[config.mk]
export PLATFORM = sky130hd
export DESIGN_NAME = timing_countdown
export DESIGN_NICKNAME = d
export VERILOG_FILES = /design/src/exec_timing_pkg.sv /design/src/timing_countdown.sv
export SDC_FILE = /design/constraint.sdc
export NUM_CORES = 1
export LEC_CHECK = 0
export BUFFER_PORTS_ARGS = -buffer_cell sky130_fd_sc_hd__buf_2
export CAP_MARGIN = 25
export CORE_MARGIN = 2
export CORE_UTILIZATION = 30
export CTS_CLUSTER_SIZE = 24
export DETAILED_ROUTE_END_ITERATION = 8
export PLACE_DENSITY_LB_ADDON = 0.15
export RECOVER_POWER = 25
export SYNTH_ARGS = -nofsm -noshare
export SYNTH_HDL_FRONTEND = slang
export SYNTH_SLANG_ARGS = --single-unit
[constraint.sdc]
create_clock -name clk -period 2.8 [get_ports clk]
set_input_delay 0.28 -clock clk [delete_from_list [all_inputs] [get_ports clk]]
set_output_delay 0.28 -clock clk [all_outputs]
set_load 0.02 [all_outputs]
[src/exec_timing_pkg.sv]
// Purpose: constants and types for the execution clock timing model
// Assumes: zero-wait table figures; wait states added by the model
// Notes: clock rows hold standard, integrated-bus and fast columns
// Summary of operation
// Short conditional branches: no transfers; 14/4 standard, 6/3 fast clocks.
// Signed less-than taken on sign xor overflow; greater-equal on its inverse.
// Signed less-equal taken on (sign xor overflow) or zero; greater-than inverse.
// Not-higher taken on carry or zero; higher taken when both clear.
// Carry-set taken on carry 1, carry-clear on carry 0.
// Negative taken on sign 1, positive on sign 0; not taken 4/3.
// Parity-even taken on parity 1, parity-odd on parity 0.
// Overflow branch taken on overflow 1, no-overflow on overflow 0.
// Jumps near 13, short 12, register 11, far 15; fast always 7.
// Jump via 16-bit memory pointer: one transfer, 24/20, fast 13/11.
// Jump via 32-bit memory pointer: two transfers, 35/27, fast 17/13.
// Software trap, any vector: five transfers, 50/38, fast 24/18.
// Extended-address trap only on fast parts: two transfers, 12 clocks.
// Trap on overflow: 3 clocks if clear; else 52/40, fast 26/20.
// Bus lock prefix: no transfers, 2 clocks everywhere.
// Near call: one transfer, 20/16, fast 9/7.
// Far call: two transfers, 29/21, fast 13/9.
// Call via 32-bit pointer: four transfers, 47/31, fast 23/15.
// Bounds check trips: seven transfers, 73-76 odd; else two transfers, 26.
// Register bit clear: count-register 5, immediate 6, fast 4.
// Clearing carry or direction flag: 2 clocks, no transfers.
// Memory word bit clear by count register: two transfers, 22/14, fast 13/9.
// Figures assume zero waits; bus cycle 4 clocks standard, 2 fast.
// Wait states add transfers times waits; doubled for odd addresses.
// Each retired instruction reports clock count and transfer count.
package exec_timing_pkg;

  localparam int CLK_W = 10;
  localparam int ROW_W = 7;
  localparam int XFER_W = 3;
  localparam int COUNT_LAST = 1;
  localparam int BUS_CYCLE_STD = 4;
  localparam int BUS_CYCLE_FAST = 2;
  localparam int ODD_WAIT_FACTOR = 2;

  typedef enum logic [5:0] {
    OP_BRANCH_IF_EQUAL, OP_BRANCH_SIGNED_GE, OP_BRANCH_SIGNED_GT,
    OP_BRANCH_UNSIGNED_HIGHER, OP_BRANCH_CARRY_SET, OP_BRANCH_SIGNED_LE,
    OP_BRANCH_SIGNED_LT, OP_BRANCH_NEGATIVE, OP_BRANCH_CARRY_CLEAR,
    OP_BRANCH_NOT_EQUAL, OP_BRANCH_NOT_HIGHER, OP_BRANCH_NOT_LOWER,
    OP_BRANCH_NO_OVERFLOW, OP_BRANCH_NONZERO, OP_BRANCH_POSITIVE,
    OP_BRANCH_PARITY_EVEN, OP_BRANCH_PARITY_ODD, OP_BRANCH_OVERFLOW,
    OP_BRANCH_ZERO,
    OP_JUMP_NEAR, OP_JUMP_SHORT, OP_JUMP_REGPTR16, OP_JUMP_MEMPTR16,
    OP_JUMP_FAR, OP_JUMP_MEMPTR32,
    OP_SOFTWARE_TRAP3, OP_SOFTWARE_TRAP_IMM, OP_EMULATION_TRAP,
    OP_TRAP_ON_OVERFLOW, OP_EXTENDED_ADDRESS_TRAP, OP_BUS_LOCK_PREFIX,
    OP_CALL_NEAR, OP_CALL_REGPTR16, OP_CALL_MEMPTR16, OP_CALL_FAR,
    OP_CALL_MEMPTR32, OP_NATIVE_MODE_CALL, OP_BOUNDS_CHECK,
    OP_BIT_CLEAR_REG8_CNT, OP_BIT_CLEAR_MEM8_CNT, OP_BIT_CLEAR_REG16_CNT,
    OP_BIT_CLEAR_MEM16_CNT, OP_BIT_CLEAR_REG8_IMM, OP_BIT_CLEAR_MEM8_IMM,
    OP_BIT_CLEAR_REG16_IMM, OP_BIT_CLEAR_MEM16_IMM, OP_CLEAR_CARRY_FLAG,
    OP_CLEAR_DIR_FLAG
  } opcode_t;

  typedef struct packed {
    logic [ROW_W-1:0] stdOdd;
    logic [ROW_W-1:0] stdEven;
    logic [ROW_W-1:0] intOdd;
    logic [ROW_W-1:0] intEven;
    logic [ROW_W-1:0] fastOdd;
    logic [ROW_W-1:0] fastEven;
    logic [XFER_W-1:0] xfers;
  } row_t;

  // Columns: std odd/even, integrated odd/even, fast odd/even, transfers
  localparam row_t ROW_BRANCH_TAKEN = '{7'h0e, 7'h0e, 7'h0e, 7'h0e, 7'h06, 7'h06, 3'h0};
  localparam row_t ROW_BRANCH_NOT = '{7'h04, 7'h04, 7'h04, 7'h04, 7'h03, 7'h03, 3'h0};
  localparam row_t ROW_JUMP_NEAR = '{7'h0d, 7'h0d, 7'h0d, 7'h0d, 7'h07, 7'h07, 3'h0};
  localparam row_t ROW_JUMP_SHORT = '{7'h0c, 7'h0c, 7'h0c, 7'h0c, 7'h07, 7'h07, 3'h0};
  localparam row_t ROW_JUMP_REG = '{7'h0b, 7'h0b, 7'h0b, 7'h0b, 7'h07, 7'h07, 3'h0};
  localparam row_t ROW_JUMP_MEM16 = '{7'h18, 7'h14, 7'h17, 7'h13, 7'h0d, 7'h0b, 3'h1};
  localparam row_t ROW_JUMP_FAR = '{7'h0f, 7'h0f, 7'h0f, 7'h0f, 7'h07, 7'h07, 3'h0};
  localparam row_t ROW_JUMP_MEM32 = '{7'h23, 7'h1b, 7'h22, 7'h1a, 7'h11, 7'h0d, 3'h2};
  localparam row_t ROW_TRAP = '{7'h32, 7'h26, 7'h32, 7'h26, 7'h18, 7'h12, 3'h5};
  localparam row_t ROW_TRAPV_SET = '{7'h34, 7'h28, 7'h34, 7'h28, 7'h1a, 7'h14, 3'h5};
  localparam row_t ROW_TRAPV_CLR = '{7'h03, 7'h03, 7'h03, 7'h03, 7'h03, 7'h03, 3'h5};
  localparam row_t ROW_XTRAP = '{7'h00, 7'h00, 7'h00, 7'h00, 7'h0c, 7'h0c, 3'h2};
  localparam row_t ROW_LOCK = '{7'h02, 7'h02, 7'h02, 7'h02, 7'h02, 7'h02, 3'h0};
  localparam row_t ROW_CALL_NEAR = '{7'h14, 7'h10, 7'h14, 7'h10, 7'h09, 7'h07, 3'h1};
  localparam row_t ROW_CALL_REG = '{7'h12, 7'h0e, 7'h12, 7'h0e, 7'h09, 7'h07, 3'h1};
  localparam row_t ROW_CALL_MEM16 = '{7'h1f, 7'h17, 7'h1f, 7'h17, 7'h0f, 7'h0b, 3'h2};
  localparam row_t ROW_CALL_FAR = '{7'h1d, 7'h15, 7'h1d, 7'h15, 7'h0d, 7'h09, 3'h2};
  localparam row_t ROW_CALL_MEM32 = '{7'h2f, 7'h1f, 7'h2f, 7'h1f, 7'h17, 7'h0f, 3'h4};
  localparam row_t ROW_NATIVE = '{7'h3a, 7'h26, 7'h3a, 7'h26, 7'h00, 7'h00, 3'h5};
  localparam row_t ROW_BOUNDS_TRIP = '{7'h49, 7'h35, 7'h48, 7'h34, 7'h1e, 7'h18, 3'h7};
  localparam row_t ROW_BOUNDS_PASS = '{7'h1a, 7'h12, 7'h19, 7'h11, 7'h0e, 7'h0c, 3'h2};
  localparam row_t ROW_CLR_REG_CNT = '{7'h05, 7'h05, 7'h05, 7'h05, 7'h04, 7'h04, 3'h0};
  localparam row_t ROW_CLR_MEM8_CNT = '{7'h0e, 7'h0e, 7'h0b, 7'h0b, 7'h09, 7'h09, 3'h0};
  localparam row_t ROW_CLR_MEM16_CNT = '{7'h16, 7'h0e, 7'h13, 7'h0b, 7'h0d, 7'h09, 3'h2};
  localparam row_t ROW_CLR_REG_IMM = '{7'h06, 7'h06, 7'h06, 7'h06, 7'h04, 7'h04, 3'h0};
  localparam row_t ROW_CLR_MEM8_IMM = '{7'h0f, 7'h0f, 7'h0c, 7'h0c, 7'h09, 7'h09, 3'h0};
  localparam row_t ROW_CLR_MEM16_IMM = '{7'h17, 7'h0f, 7'h14, 7'h0c, 7'h0d, 7'h09, 3'h2};
  localparam row_t ROW_CLR_FLAG = '{7'h02, 7'h02, 7'h02, 7'h02, 7'h02, 7'h02, 3'h0};

  // Upper end of the bounds-check trip range above the table's lower figure
  localparam int BOUNDS_SPREAD_STD = 3;
  localparam int BOUNDS_SPREAD_FAST = 2;

  typedef enum logic [1:0] {
    ST_IDLE = 2'h1,
    ST_EXEC = 2'h2
  } state_t;

endpackage

[src/timing_countdown.sv]
// Purpose: loadable down-counter marking the last cycle of an execution
// Assumes: load and count share the single core clock
// Notes: holds at zero when not loaded
`timescale 1ns/1ps
module timing_countdown
  import exec_timing_pkg::*;
#(
  parameter int W = CLK_W
) (
  // Clock and reset
  input wire logic clk,
  input wire logic reset,
  // Control
  input wire logic load,
  input wire logic [W-1:0] loadValue,
  // Status
  output logic lastCycle
);

  typedef struct packed {
    logic [W-1:0] count;
  } cnt_state_t;

  cnt_state_t s_q;
  cnt_state_t s_d;

  always_comb begin
    s_d = s_q;
    if (load) begin
      s_d.count = loadValue;
    end else if (s_q.count != '0) begin
      s_d.count = s_q.count - W'(COUNT_LAST);
    end
  end

  always_ff @(posedge clk or posedge reset) begin
    if (reset) begin
      s_q <= '0;
    end else begin
      s_q <= s_d;
    end
  end

  assign lastCycle = (s_q.count == W'(COUNT_LAST));

endmodule

==> results.ini <==
[run_status]
status=complete, no violations

[route]
drt_iter0_markers=9
drtAntennaViolNets=0
vias_per_cell=4.860
drc=0
drt_wl_total_um=1513
drt_pass1_iterations=4
num_vias=554
wl_per_cell_um=13.27

[timing]
relSlewSlack=0.6103
finalHoldViolCount=0
clock.fmax_mhz=462.4
fin_skew_ns=0.002356
rsz0062_at_grt=no
whs_ns=0.2101
worst_pin_slew_ns=0.5800
slew_violations=0
finalWorstSetupSlack_ns=0.6373
final.min_clock_period_ns=2.163
finalSetupTns_ns=0
finalSetupViolations=0
min_period_over_period=0.7724

[worst_setup_path]
critPathCaptureType=flop
cp_slowest_cell=or4b_1
cp.buffers_inverters=1
crit_chain=inv_1, ha_1, or4b_1, nor4_4, nor2_1, o21a_1
r2r_slack_ns=0.64
cp_top_family=simple AND/OR/NAND/NOR gates
cp.arrival_ns=2.33
ff2ff_path_depth=6
required_ns=2.97
r2r-start=s_q[0]
critPathLaunchType=flop
cp.depth=6
slowest_delay_ns=0.57
crit_type=flop to flop
r2r-end=s_q[7]
crit_fanout=7

[pwr]
power_density_nw_per_um2=515.6
totalPowerFinal_uw=411.6
switchingPower_uw=131.4
switching_share=0.3192
power.leakage_nw=0.3491
cellInternalPower_uw=280.2
pwr-share-clk=0.333
seqPwrFrac=0.460
comb_power_share=0.207
ir_drop_v=0.0001855

[die]
die_y_um=50.93
die_w_um=50.93
core_um2=2022
io_pins=14
die_area_um2=2593
num_rows=16
initial_core_util=0.3267

[layout]
n_antenna_cell=0
final-instance-count-excl-fill=114
final_cell_area_um2=798.3
layout-drive-gt1-share=0.2299
largest_register_ffs=10
final_util=0.3948
final_common_cell=buf_2
final_nets=103
layout_common_cells=buf_2, dfrtp_1, nor2_1, inv_1
largestRegisters=s_q (10)
num-fill-cells=224
syn_to_final_growth_pct=20.83
top_register=s_q

[cts]
cts.sinks=10
cts_setup_buffers=0
cts_root_buf=clkbuf_4
cts_buffers=3
cts-resized-gates=0
cts_tree=built
cts_hold_buffers=1
clock_latency_ns=0.27
path_clk_slew_ns=0.08
clockBufferDepth=2
h-tree-depth=1

[placed_design]
place_ws_ns=0.6500
gp_congestion=0.7483
numPortBuffers=13
placedCellCount=109
hpwl_um=1112
dpl-instance-area_um2=752.0

[synth]
synth_nets=86
synth_top_area_share=0.3788
synth_area_leaders=dfrtp_1, nor4_4, inv_1, nor2_1, ha_1
avgSynthCellArea_um2=9.305
yosysSeqAreaShare=0.3788
syn_inst=71
synth_cell_types=30
synth_ff_type=dfrtp_1
synth-warning-count=0
synth_edf_count=0
async_flop_share=1.000
synthesis.area_um2=660.6
ys_seq_elements=10
yosysTopAreaCell=dfrtp_1

[global_route]
track_usage=0.1322
grt-ovfl-total=0
grt_pass1_wl_um=2470
grt_max_degree=22
antenna_found_initial=0
grt_pass1_vias=526

[run]
cap_violations=0

[hold_path]
whs_path_depth=3
min_from=loadValue[6]
hp-class=input pin to flop
min_delay_worst_endpoint=s_q[6]

power groups by stage:
| stage | combinational [mW] | sequential, mW | clock, mW |
|---|---|---|---|
| global placement | 0.0853 | 0.193 | 0 |
| finish | 0.0851 | 0.189 | 0.137 |
| floorplan | 0.0637 | 0.186 | 0 |
| detailed placement | 0.0850 | 0.192 | 0 |
| global route | 0.0969 | 0.194 | 0.148 |
| CTS | 0.0868 | 0.189 | 0.142 |
worst register-to-register path: stages, from the launching register on:
cell     delay, ns
dfrtp_1       0.45
inv_1         0.15
ha_1          0.29
or4b_1        0.57
nor4_4        0.33
nor2_1        0.10
o21a_1        0.17
routing by layer:
metal  global-route usage  routed length, µm  vias up
met5                    0                  0        -
met4              0.08108                 33        0
met3              0.02924                 64        4
met2               0.1905                665       11
met1               0.1779                749      249
li1                     -                  -      290
kinds of logic (layout without fill, tap and decap cells):
logic type | Yosys count | in the layout | synth area share
compound gates | 15 | 15 | 0.1610
simple gates | 29 | 29 | 0.2803
xor+xnor | 2 | 2 | 0.02652
fa+ha+maj | 2 | 2 | 0.03787
flops | 10 | 10 | 0.3788
buf+inv | 9 | 25 | 0.05115
mux | 4 | 4 | 0.06439
cell usage after synthesis, drive strengths merged (2+ instances only):
| master | count |
|---|---|
| nand2 | 5 |
| o21ai | 3 |
| dfrtp | 10 |
| nor3 | 5 |
| mux2 | 2 |
| inv | 7 |
| ha | 2 |
| clkbuf | 2 |
| nor4 | 5 |
| nor2 | 7 |
| a21oi | 2 |
| o21a | 2 |
| a41oi | 2 |
| mux2i | 2 |
cell type report:
class	count	area, µm²	share of cell area
flip-flops and latches	10	250.2	0.3135
well taps	27	33.78	0.04232
multi-input cells	52	376.6	0.4718
clock buffers	4	36.28	0.04545
repair buffers	14	75.07	0.09404
inverters	7	26.28	0.03292
worst max-delay path by stage:
stage | startpoint | end
final | s_q[0] | s_q[7]
after floorplan | s_q[0] | s_q[7]
after global routing | s_q[0] | s_q[8]
after global placement | s_q[0] | s_q[7]
after detailed placement | s_q[0] | s_q[7]
after CTS | s_q[0] | s_q[7]
Power figures use the tool's default switching activity.
